### config.mk
export PLATFORM = sky130hd
export DESIGN_NAME = fep_top
export DESIGN_NICKNAME = d
export VERILOG_FILES = /design/src/core/fep_pkg.sv /design/src/core/fep_top.sv
export SDC_FILE = /design/constraint.sdc
export NUM_CORES = 2
export LEC_CHECK = 0
export BUFFER_PORTS_ARGS = -buffer_cell sky130_fd_sc_hd__clkbuf_2
export CAP_MARGIN = 20
export CORE_MARGIN = 3
export CORE_UTILIZATION = 35
export CTS_CLUSTER_SIZE = 20
export DETAILED_ROUTE_END_ITERATION = 16
export MAX_ROUTING_LAYER = met4
export REMOVE_ABC_BUFFERS = 1
export SLEW_MARGIN = 30
export SYNTH_ARGS = -nofsm -noshare
export SYNTH_HDL_FRONTEND = slang
export SYNTH_SLANG_ARGS = --single-unit
### constraint.sdc
create_clock -name pclk -period 24.8 [get_ports pclk]
set_input_delay 4.96 -clock pclk [delete_from_list [all_inputs] [get_ports pclk]]
set_output_delay 4.96 -clock pclk [all_outputs]
set_load 0.1 [all_outputs]
### src/core/fep_pkg.sv
/*
 * Package for the flyback estimation and protection block: register map, field layout,
 * reset values, timing constants and shared types.
 * Assumes a 200 MHz APB clock and one aligned 32-bit word per register.
 */
package fep_pkg;
	// Clock
	localparam int CLK_MHZ = 200;
	// Line timing
	localparam int HALF_SINE_PRESET_NS = 9823000;
	localparam int HALF_SINE_PRESET_CYC = HALF_SINE_PRESET_NS / 1000 * CLK_MHZ;
	localparam int SAMPLES_PER_HALF = 64;
	localparam int STARTUP_TIMEOUT_FACTOR = 967;
	localparam int RESTART_DELAY_HALVES = 8;

	// Overcurrent level choices, millivolts
	localparam logic [11:0] OCP2_LVL0_MV = 12'h258;
	localparam logic [11:0] OCP2_LVL1_MV = 12'h320;
	localparam logic [11:0] OCP2_LVL2_MV = 12'h4B0;
	localparam logic [11:0] OCP2_LVL3_MV = 12'h640;

	// Register byte offsets
	localparam logic [7:0] REG_CTRL = 8'h00;
	localparam logic [7:0] REG_OCP = 8'h04;
	localparam logic [7:0] REG_UV = 8'h08;
	localparam logic [7:0] REG_OV = 8'h0C;
	localparam logic [7:0] REG_PFC = 8'h10;
	localparam logic [7:0] REG_STARTUP = 8'h14;
	localparam logic [7:0] REG_VIN = 8'h18;
	localparam logic [7:0] REG_STATUS = 8'h1C;
	localparam logic [7:0] REG_CLEAR = 8'h20;

	// CTRL field positions
	localparam int CTRL_UV_EN = 0;
	localparam int CTRL_UV_REACT = 1;
	localparam int CTRL_OV_REACT = 2;
	localparam int CTRL_BURST_VIN_EN = 3;
	localparam int CTRL_NOTCH_SETTLE_LSB = 8;

	// Reset values
	localparam logic [31:0] CTRL_RST = 32'h0000_0400;
	localparam logic [31:0] OCP_RST = 32'h0000_0000;
	localparam logic [31:0] UV_RST = 32'h0000_0000;
	localparam logic [31:0] OV_RST = 32'h0000_0FFF;
	localparam logic [31:0] PFC_RST = 32'h0000_0000;
	localparam logic [31:0] STARTUP_RST = 32'h0000_0001;

	// Protection cause bits
	localparam int CAUSE_OCP = 0;
	localparam int CAUSE_UV = 1;
	localparam int CAUSE_SUV = 2;
	localparam int CAUSE_OV = 3;
	localparam int CAUSE_DEMAG = 4;
	localparam int N_CAUSE = 5;

	typedef enum {ST_OFF, ST_STARTUP, ST_REGULATED, ST_RESTART_WAIT, ST_LATCHED} fep_state_t;

	typedef struct packed {
		logic valley_one_mode;
		logic discontinuous_mode;
		logic burst_mode;
		logic line_sync_valid;
		logic fb_stable;
		logic demag_too_short;
	} fep_mode_t;

	typedef struct packed {
		logic sample_end_on;
		logic [11:0] clamp_current_sample;
		logic [11:0] cs_peak_mv;
		logic [11:0] vout_est;
		logic [19:0] line_period_cyc;
	} fep_sense_t;
endpackage

### src/core/fep_top.sv
/*
 * Flyback estimation and protection block: input voltage estimate, notch and
 * power-factor modulation enables, output and switch protections, APB registers.
 * Assumes sense samples and mode flags come from logic on pclk; the cs comparator
 * level arrives from an analogue pin and is synchronised here.
 */
`timescale 1ns/1ps
`default_nettype none
// Operation
// - sample clamp current at the next on-time end each 1/64 half period
// - half period is preset or measured line
// - peak input is max of scaled sum
// - rms input is 0.707 of peak
// - rms estimate refreshed once per half period
// - notch on after line sync settles
// - notch quality from configured parameter
// - modulate on-time when gain nonzero, stable
// - zero gain disables power-factor modulation
// - second overcurrent level: smallest above limit, else the highest level
// - overcurrent after blanking, auto-restart unless a latching undervoltage or overvoltage trip comes in the same cycle
// - regulated undervoltage after blanking, selectable reaction
// - regulated undervoltage suspended in burst
// - startup undervoltage at timeout, auto-restart
// - startup timeout is 967 times capacitance
// - overvoltage after quarter of half period, selectable reaction
// - overvoltage not evaluated in burst
// - demag shortage over half of half period, auto-restart
// - demag shortage suspended in burst
// - burst input protection needs its enable
module fep_top import fep_pkg::*; #(
	parameter int HALF_PRESET = HALF_SINE_PRESET_CYC
) (
	// Clock and reset
	input wire logic pclk,
	input wire logic presetn,
	// APB slave
	input wire logic psel,
	input wire logic penable,
	input wire logic pwrite,
	input wire logic [7:0] paddr,
	input wire logic [31:0] pwdata,
	output logic [31:0] prdata,
	output logic pready,
	output logic pslverr,
	// Sense and mode inputs
	input wire fep_sense_t sense,
	input wire fep_mode_t mode,
	input wire logic cs_above_ocp2_pin,
	input wire logic start_request,
	// Outputs to sequencer
	output logic switching_enable,
	output logic protection_event,
	output logic notch_enable,
	output logic [7:0] notch_quality,
	output logic pf_modulation_enable,
	output logic [7:0] pf_modulation_gain,
	output logic [11:0] overcurrent_level_second,
	output logic burst_input_protect_active,
	output logic [11:0] vin_rms_est
);
	// Registers
	logic [31:0] ctrl_r, ocp_r, uv_r, ov_r, pfc_r, startup_r;
	logic [N_CAUSE-1:0] cause_r, cause_nxt;
	logic [31:0] prdata_r;
	logic [11:0] vin_peak_run_r, vin_rms_r;
	// The preset half period needs 21 bits at this clock rate
	logic [20:0] half_cnt_r, samp_cnt_r;
	logic [19:0] ocp_cnt_r, uv_cnt_r, ov_cnt_r, dm_cnt_r;
	logic [31:0] st_cnt_r;
	logic [7:0] settle_cnt_r;
	logic [3:0] restart_cnt_r;
	logic cs_s1_r, cs_s2_r;
	logic sample_tick_r;
	fep_state_t state_r, state_nxt;

	// Field views
	wire [11:0] low_line_current_limit = ocp_r[11:0];
	wire [15:0] overcurrent_blank_time = ocp_r[31:16];
	wire [11:0] output_uv_threshold = uv_r[11:0];
	wire [15:0] output_uv_blank_time = uv_r[31:16];
	wire [11:0] startup_output_uv_threshold = startup_r[27:16];
	wire [15:0] vcc_cap_value = {4'h0, startup_r[11:0]};
	wire [11:0] output_ov_threshold = ov_r[11:0];
	wire output_uv_enable = ctrl_r[CTRL_UV_EN];
	wire output_uv_reaction_select = ctrl_r[CTRL_UV_REACT];
	wire output_ov_reaction_select = ctrl_r[CTRL_OV_REACT];
	wire burst_input_protect_enable = ctrl_r[CTRL_BURST_VIN_EN];
	wire [7:0] notch_settle = ctrl_r[CTRL_NOTCH_SETTLE_LSB +: 8];

	// Period selection
	wire line_ok = mode.line_sync_valid && !mode.burst_mode && (mode.valley_one_mode || mode.discontinuous_mode);
	wire [20:0] half_period = line_ok ? {1'b0, sense.line_period_cyc} : HALF_PRESET[20:0];
	wire half_end = (half_cnt_r >= half_period - 21'h1);
	wire [20:0] samp_period = {6'h0, half_period[20:6]};
	wire samp_end = (samp_cnt_r >= samp_period - 21'h1) || half_end;
	wire [19:0] quarter_period = {1'h0, half_period[20:2]};
	wire [19:0] half_of_half = half_period[20:1];

	// Input estimate: turns-scaled clamp term plus ripple-scaled cs peak
	wire [7:0] turns_ratio = pfc_r[23:16];
	wire [7:0] ripple_comp = pfc_r[31:24];
	wire [19:0] clamp_term = sense.clamp_current_sample * turns_ratio;
	wire [19:0] cs_term = sense.cs_peak_mv * ripple_comp;
	wire [20:0] vin_sum = {1'b0, clamp_term} + {1'b0, cs_term};
	wire [11:0] vin_inst = (|vin_sum[20:16]) ? 12'hFFF : vin_sum[15:4];
	wire take_sample = sample_tick_r && sense.sample_end_on;
	// 0.707 approximated as 181/256
	wire [19:0] rms_prod = vin_peak_run_r * 8'hB5;

	// Second overcurrent level
	assign overcurrent_level_second = (OCP2_LVL0_MV > low_line_current_limit) ? OCP2_LVL0_MV :
		(OCP2_LVL1_MV > low_line_current_limit) ? OCP2_LVL1_MV :
		(OCP2_LVL2_MV > low_line_current_limit) ? OCP2_LVL2_MV : OCP2_LVL3_MV;

	// Monitor conditions
	wire regulated = (state_r == ST_REGULATED);
	wire ocp_cond = cs_s2_r && switching_enable;
	wire uv_cond = regulated && output_uv_enable && !mode.burst_mode
		&& (sense.vout_est < output_uv_threshold);
	wire ov_cond = regulated && !mode.burst_mode && (sense.vout_est > output_ov_threshold);
	wire dm_cond = regulated && !mode.burst_mode && mode.demag_too_short;
	wire ocp_trip = ocp_cond && (ocp_cnt_r >= {4'h0, overcurrent_blank_time});
	wire uv_trip = uv_cond && (uv_cnt_r >= {4'h0, output_uv_blank_time});
	wire ov_trip = ov_cond && (ov_cnt_r >= quarter_period);
	wire dm_trip = dm_cond && (dm_cnt_r >= half_of_half);
	wire [31:0] st_timeout = vcc_cap_value * STARTUP_TIMEOUT_FACTOR;
	wire st_expired = (state_r == ST_STARTUP) && (st_cnt_r >= st_timeout);
	wire suv_trip = st_expired && (sense.vout_est < startup_output_uv_threshold);
	wire st_done = st_expired && !suv_trip;
	wire latch_hit = (uv_trip && output_uv_reaction_select) || (ov_trip && output_ov_reaction_select);
	wire any_trip = ocp_trip || uv_trip || ov_trip || dm_trip || suv_trip;

	// APB decode
	wire apb_wr = psel && penable && pwrite;
	wire apb_rd = psel && !penable && !pwrite;
	wire addr_ok = (paddr[1:0] == 2'h0) && (paddr <= REG_CLEAR);
	wire clear_wr = apb_wr && (paddr == REG_CLEAR);
	assign pready = 1'b1;
	assign pslverr = psel && penable && !addr_ok;
	assign prdata = prdata_r;

	// Sequencer state
	always_comb begin
		state_nxt = state_r;
		case (state_r)
			ST_OFF: if (start_request) state_nxt = ST_STARTUP;
			ST_STARTUP: begin
				if (any_trip) state_nxt = ST_RESTART_WAIT;
				else if (st_done) state_nxt = ST_REGULATED;
			end
			ST_REGULATED: begin
				if (any_trip) state_nxt = latch_hit ? ST_LATCHED : ST_RESTART_WAIT;
			end
			ST_RESTART_WAIT: if (restart_cnt_r == 4'h0) state_nxt = ST_STARTUP;
			ST_LATCHED: state_nxt = ST_LATCHED;
			default: state_nxt = ST_OFF;
		endcase
	end

	assign switching_enable = (state_r == ST_STARTUP) || (state_r == ST_REGULATED);
	assign protection_event = any_trip && switching_enable;

	// Cause flags: set wins over a software clear
	always_comb begin
		cause_nxt = cause_r;
		if (clear_wr) cause_nxt = cause_r & ~pwdata[N_CAUSE-1:0];
		if (switching_enable) begin
			cause_nxt[CAUSE_OCP] = cause_nxt[CAUSE_OCP] | ocp_trip;
			cause_nxt[CAUSE_UV] = cause_nxt[CAUSE_UV] | uv_trip;
			cause_nxt[CAUSE_SUV] = cause_nxt[CAUSE_SUV] | suv_trip;
			cause_nxt[CAUSE_OV] = cause_nxt[CAUSE_OV] | ov_trip;
			cause_nxt[CAUSE_DEMAG] = cause_nxt[CAUSE_DEMAG] | dm_trip;
		end
	end

	// Notch and modulation
	assign notch_enable = line_ok && (settle_cnt_r >= notch_settle);
	assign notch_quality = pfc_r[15:8];
	assign pf_modulation_gain = pfc_r[7:0];
	assign pf_modulation_enable = (pf_modulation_gain != 8'h00) && mode.fb_stable && regulated
		&& !mode.burst_mode && (mode.valley_one_mode || mode.discontinuous_mode);
	assign burst_input_protect_active = mode.burst_mode ? burst_input_protect_enable : 1'b1;
	assign vin_rms_est = vin_rms_r;

	// Register read mux
	wire [31:0] rd_val = (paddr == REG_CTRL) ? ctrl_r :
		(paddr == REG_OCP) ? ocp_r :
		(paddr == REG_UV) ? uv_r :
		(paddr == REG_OV) ? ov_r :
		(paddr == REG_PFC) ? pfc_r :
		(paddr == REG_STARTUP) ? startup_r :
		(paddr == REG_VIN) ? {20'h0, vin_rms_r} :
		(paddr == REG_STATUS) ? {24'h0, state_r == ST_LATCHED, switching_enable, 1'b0, cause_r} : 32'h0;

	// Pin synchroniser for the cs comparator
	always_ff @(posedge pclk or negedge presetn) begin
		if (!presetn) begin
			cs_s1_r <= 1'b0;
			cs_s2_r <= 1'b0;
		end else begin
			cs_s1_r <= cs_above_ocp2_pin;
			cs_s2_r <= cs_s1_r;
		end
	end

	always_ff @(posedge pclk or negedge presetn) begin
		if (!presetn) begin
			ctrl_r <= CTRL_RST;
			ocp_r <= OCP_RST;
			uv_r <= UV_RST;
			ov_r <= OV_RST;
			pfc_r <= PFC_RST;
			startup_r <= STARTUP_RST;
			prdata_r <= 32'h0;
		end else begin
			if (apb_wr && paddr == REG_CTRL) ctrl_r <= pwdata;
			if (apb_wr && paddr == REG_OCP) ocp_r <= pwdata;
			if (apb_wr && paddr == REG_UV) uv_r <= pwdata;
			if (apb_wr && paddr == REG_OV) ov_r <= pwdata;
			if (apb_wr && paddr == REG_PFC) pfc_r <= pwdata;
			if (apb_wr && paddr == REG_STARTUP) startup_r <= pwdata;
			if (apb_rd) prdata_r <= rd_val;
		end
	end

	// Line timing and input estimate
	always_ff @(posedge pclk or negedge presetn) begin
		if (!presetn) begin
			half_cnt_r <= 21'h0;
			samp_cnt_r <= 21'h0;
			sample_tick_r <= 1'b0;
			vin_peak_run_r <= 12'h0;
			vin_rms_r <= 12'h0;
			settle_cnt_r <= 8'h0;
		end else begin
			half_cnt_r <= half_end ? 21'h0 : half_cnt_r + 21'h1;
			samp_cnt_r <= samp_end ? 21'h0 : samp_cnt_r + 21'h1;
			// Arm once per 1/64 interval, consumed by the next on-time end
			if (samp_end) sample_tick_r <= 1'b1;
			else if (take_sample) sample_tick_r <= 1'b0;
			if (half_end) begin
				vin_rms_r <= rms_prod[19:8];
				vin_peak_run_r <= 12'h0;
			end else if (take_sample && vin_inst > vin_peak_run_r) begin
				vin_peak_run_r <= vin_inst;
			end
			if (!line_ok) settle_cnt_r <= 8'h0;
			else if (half_end && settle_cnt_r != 8'hFF) settle_cnt_r <= settle_cnt_r + 8'h1;
		end
	end

	// Protection timers and sequencer
	always_ff @(posedge pclk or negedge presetn) begin
		if (!presetn) begin
			ocp_cnt_r <= 20'h0;
			uv_cnt_r <= 20'h0;
			ov_cnt_r <= 20'h0;
			dm_cnt_r <= 20'h0;
			st_cnt_r <= 32'h0;
			restart_cnt_r <= 4'h0;
			state_r <= ST_OFF;
			cause_r <= '0;
		end else begin
			ocp_cnt_r <= ocp_cond ? ocp_cnt_r + 20'h1 : 20'h0;
			uv_cnt_r <= uv_cond ? uv_cnt_r + 20'h1 : 20'h0;
			ov_cnt_r <= ov_cond ? ov_cnt_r + 20'h1 : 20'h0;
			dm_cnt_r <= dm_cond ? dm_cnt_r + 20'h1 : 20'h0;
			st_cnt_r <= (state_r == ST_STARTUP) ? st_cnt_r + 32'h1 : 32'h0;
			if (state_r != ST_RESTART_WAIT) restart_cnt_r <= RESTART_DELAY_HALVES[3:0];
			else if (half_end && restart_cnt_r != 4'h0) restart_cnt_r <= restart_cnt_r - 4'h1;
			state_r <= state_nxt;
			cause_r <= cause_nxt;
		end
	end

	a_ocp_stop: assert property (@(posedge pclk) disable iff (!presetn)
		ocp_trip |=> !switching_enable) else $error("overcurrent did not stop switching");
	a_uv_burst: assert property (@(posedge pclk) disable iff (!presetn)
		mode.burst_mode |-> !uv_trip) else $error("undervoltage tripped in burst");
	a_ov_burst: assert property (@(posedge pclk) disable iff (!presetn)
		mode.burst_mode |-> !ov_trip) else $error("overvoltage tripped in burst");
	a_dm_burst: assert property (@(posedge pclk) disable iff (!presetn)
		mode.burst_mode |-> !dm_trip) else $error("demag tripped in burst");
	a_pf_gain_zero: assert property (@(posedge pclk) disable iff (!presetn)
		(pf_modulation_gain == 8'h00) |-> !pf_modulation_enable) else $error("modulation with zero gain");
	a_ocp2_above: assert property (@(posedge pclk) disable iff (!presetn)
		(low_line_current_limit < OCP2_LVL3_MV) |-> (overcurrent_level_second > low_line_current_limit))
		else $error("second level not above limit");
	a_latch_hold: assert property (@(posedge pclk) disable iff (!presetn)
		(state_r == ST_LATCHED) |=> (state_r == ST_LATCHED) && !switching_enable)
		else $error("latch released");
	a_rms_update: assert property (@(posedge pclk) disable iff (!presetn)
		!half_end |=> $stable(vin_rms_r)) else $error("rms changed mid period");
	a_suv_restart: assert property (@(posedge pclk) disable iff (!presetn)
		(suv_trip && state_r == ST_STARTUP) |=> (state_r == ST_RESTART_WAIT))
		else $error("startup undervoltage not auto-restart");
endmodule
`default_nettype wire

==> impl_metrics.env <==
export IMPL_wl_per_cell_um=19.1
export IMPL_max_freq_ghz=0.0724
export IMPL_p_clk_frac=0.320
export IMPL_hp_class="reg2reg"
export IMPL_cts_clk_slew_worst_paths_ns=0.06
export IMPL_hold_start="cs_s1_r"
export IMPL_arrival_ns=8.85
export IMPL_start_util=0.353
export IMPL_worstSetupStartpointType="input port"
export IMPL_viasPerCell=5.14
export IMPL_drtIter0Drc=1548
export IMPL_r2r_slack_ns=16.24
export IMPL_gp_congestion=0.889
export IMPL_synth_top_area_share=0.301
export IMPL_max_stage_delay_ns=0.64
export IMPL_dp_hpwl_um=73100
export IMPL_maxSlewViolCount=0
export IMPL_post_place_ws_ns=11.01
export IMPL_final_layout_size_suffix_gt1_frac=0.142
export IMPL_rows=114
export IMPL_grt_pass1_vias=25700
export IMPL_intPower_uw=1510
export IMPL_track_usage=0.193
export IMPL_grt_antenna_before_repair=20
export IMPL_area_growth_pct=11.9
export IMPL_cts_repair_resized=0
export IMPL_cts_path_max_buffers=3
export IMPL_synth_area_leader_cell="dfrtp_1"
export IMPL_path_class="in2out"
export IMPL_r2r_end="vin_peak_run_r[1]"
export IMPL_cts_setup_buffers=0
export IMPL_cts_hold_buf=0
export IMPL_die_area_um2=101000
export IMPL_clock_latency_ns=0.61
export IMPL_grt_max_degree=106
export IMPL_required_ns=19.84
export IMPL_core_area_um2=96900
export IMPL_chipHeight_um=319
export IMPL_fin_crit_sh=0.557
export IMPL_period_needed_ns=13.81
export IMPL_remaining_drc_errors=0
export IMPL_fin_setup_tns_ns=0
export IMPL_ys_ff_latch=425
export IMPL_grt_pass1_wl_um=150000
export IMPL_synthFlopType="dfrtp_1"
export IMPL_combPwrFrac=0.343
export IMPL_whs_endpoint="cs_s2_r"
export IMPL_cts_sinks=425
export IMPL_wl_um=94800
export IMPL_vias=25500
export IMPL_synth_edf_count=0
export IMPL_hold_depth=0
export IMPL_ios=189
export IMPL_cts_buffers=51
export IMPL_path_cells="clkbuf_2, and2b_1, nand2_1, buf_4, inv_1, nand2_1, ha_1, nand4_1, a211oi_1, o211ai_1, a211oi_1, nand4bb_1, or2_2, clkbuf_2"
export IMPL_synth_area_leaders="dfrtp_1 30%, ha_1 14%, fa_1 13%"
export IMPL_synth_async_reset_ratio=1.00
export IMPL_synthCells=3479
export IMPL_p_per_area_nw_per_um2=63.1
export IMPL_htree_levels=2
export IMPL_switching_share=0.376
export IMPL_synth_top_cells_by_count="438 x inv_1, 411 x dfrtp_1, 390 x ha_1"
export IMPL_synth_distinct_cells=81
export IMPL_switchingPower_uw=909
export IMPL_p_leak_uw=0.0191
export IMPL_clk_root_buffer_cell="clkbuf_16"
export IMPL_p_seq_frac=0.337
export IMPL_setup_violations=0
export IMPL_slew_headroom=0.426
export IMPL_slowest_stage="a211oi_1"
export IMPL_hold_violations=0
export IMPL_tightestPinTransition_ns=0.857
export IMPL_end_kind="primary output"
export IMPL_rsz0062_at_grt="no"
export IMPL_synth_most_common_cell="inv_1"
export IMPL_ant_nets=0
export IMPL_reg2reg_from="pfc_r[23]"
export IMPL_layout_setup_ws_ns=10.99
export IMPL_worstPathMaxFanout=31
export IMPL_placed_area_um2=36400
export IMPL_io_buffers=183
export IMPL_max_vdd_ir_drop_mv=0.0677
export IMPL_fillerInstances=9644
export IMPL_nets=4346
export IMPL_cts_tree="yes"
export IMPL_die_width_um=319
export IMPL_final_area_um2=38300
export IMPL_netlist_area_um2=34200
export IMPL_fin_worst_skew_ns=0.0273
export IMPL_yosys_warnings=0
export IMPL_yosysSeqAreaShare=0.312
export IMPL_synth_avg_cell_area_um2=9.83
export IMPL_outcome="finished clean"
export IMPL_rr_worst_depth=26
export IMPL_max_cap_viol_count=0
export IMPL_dr_pass1_iters=5
export IMPL_grt_ovfl_total=0
layer usage:
layer | track usage | up-vias | part of all wire
li1 | - | 12100 | -
met5 | - | - | 0
met1 | 0.261 | 12700 | 0.47
met3 | 0.0538 | 132 | 0.074
met4 | 0.0429 | 0 | 0.022
met2 | 0.288 | 559 | 0.44
how the worst max path moves through the flow:
| stage | end | slack (ns) | startpoint | cells after the start |
|---|---|---|---|---|
| floorplan | protection_event | 11.52 | mode[4] | 13 |
| global placement | protection_event | 11.06 | mode[3] | 14 |
| detailed placement | protection_event | 11.01 | mode[3] | 14 |
| CTS | protection_event | 11.00 | mode[3] | 14 |
| global route | protection_event | 10.67 | startup_r[3] | 28 |
| finish | protection_event | 10.99 | mode[3] | 14 |
through the flow:
stage	utilization	instances	total power (uW)	hold WS, ns
floorplan	-	3365	1440	0.331
global placement	0.376	4849	1630	0.338
detailed placement	0.376	4849	1650	0.344
CTS	0.394	4943	2440	0.358
global route	0.395	4962	2580	0.363
finish	0.395	4963	2420	0.356
kinds of logic after synthesis:
logic type | synth area share
AO/OA/AOI/OAI | 0.0930
XOR/XNOR | 0.0510
adder cells (fa/ha/maj) | 0.271
buffers and inverters | 0.0637
flip-flops | 0.312
multiplexers | 0.0647
other | 0.000220
AND/OR/NAND/NOR | 0.145
final cells by class:
type	count	area, um^2	area share
antenna	19	47.5	0.00124
clock buffer	81	1540	0.0403
clock inverter	13	180	0.00471
inverter	438	1640	0.0430
multi-input combinational	2502	21400	0.561
sequential	425	10700	0.278
tap	1276	1600	0.0417
timing repair buffer	209	1150	0.0301
state kept, by name, indices dropped and copies added, names as in the netlist, 5 cells and up:
| name | flops |
|---|---|
| vin_rms_est | 12 |
| ov_r | 32 |
| cause_r | 5 |
| uv_r | 32 |
| ov_cnt_r | 20 |
| ocp_r | 32 |
| ctrl_r | 32 |
| settle_cnt_r | 8 |
| startup_r | 32 |
| ocp_cnt_r | 20 |
| half_cnt_r | 21 |
| vin_peak_run_r | 12 |
| uv_cnt_r | 20 |
| samp_cnt_r | 21 |
| st_cnt_r | 32 |
| dm_cnt_r | 20 |
| pfc_r | 32 |
| prdata | 32 |
power by group through the flow:
stage | clock network [uW] | logic, uW | registers [uW]
finish | 773 | 828 | 814
global route | 819 | 940 | 822
detailed placement | 0 | 825 | 825
floorplan | 0 | 515 | 920
CTS | 792 | 836 | 813
global placement | 0 | 810 | 825
worst max-delay path, delay by kind of cell:
family | cells | cell delay (ns)
AND/OR/NAND/NOR | 6 | 1.22
adder cells (fa/ha/maj) | 1 | 0.39
buffers and inverters | 4 | 1.27
AO/OA/AOI/OAI | 3 | 0.99
cells in the final DEF (no fill, tap or decap), types with 17 or more instances in the layout:
cell type	n
diode_2	19
dfrtp_1	411
nor2_1	288
mux2_2	186
and2_1	115
clkbuf_2	182
nand4_1	51
clkbuf_16	53
fa_1	219
a22oi_1	54
nand2_1	264
nand2b_1	19
clkbuf_1	17
and3_1	42
buf_4	22
ha_1	390
nor3_1	26
or3_1	25
a21o_1	50
xor2_1	114
a221oi_1	26
o21ai_0	71
xnor2_1	85
a21oi_1	149
nand3_1	83
inv_1	438
a31oi_1	23
Power figures use the tool's default switching activity.
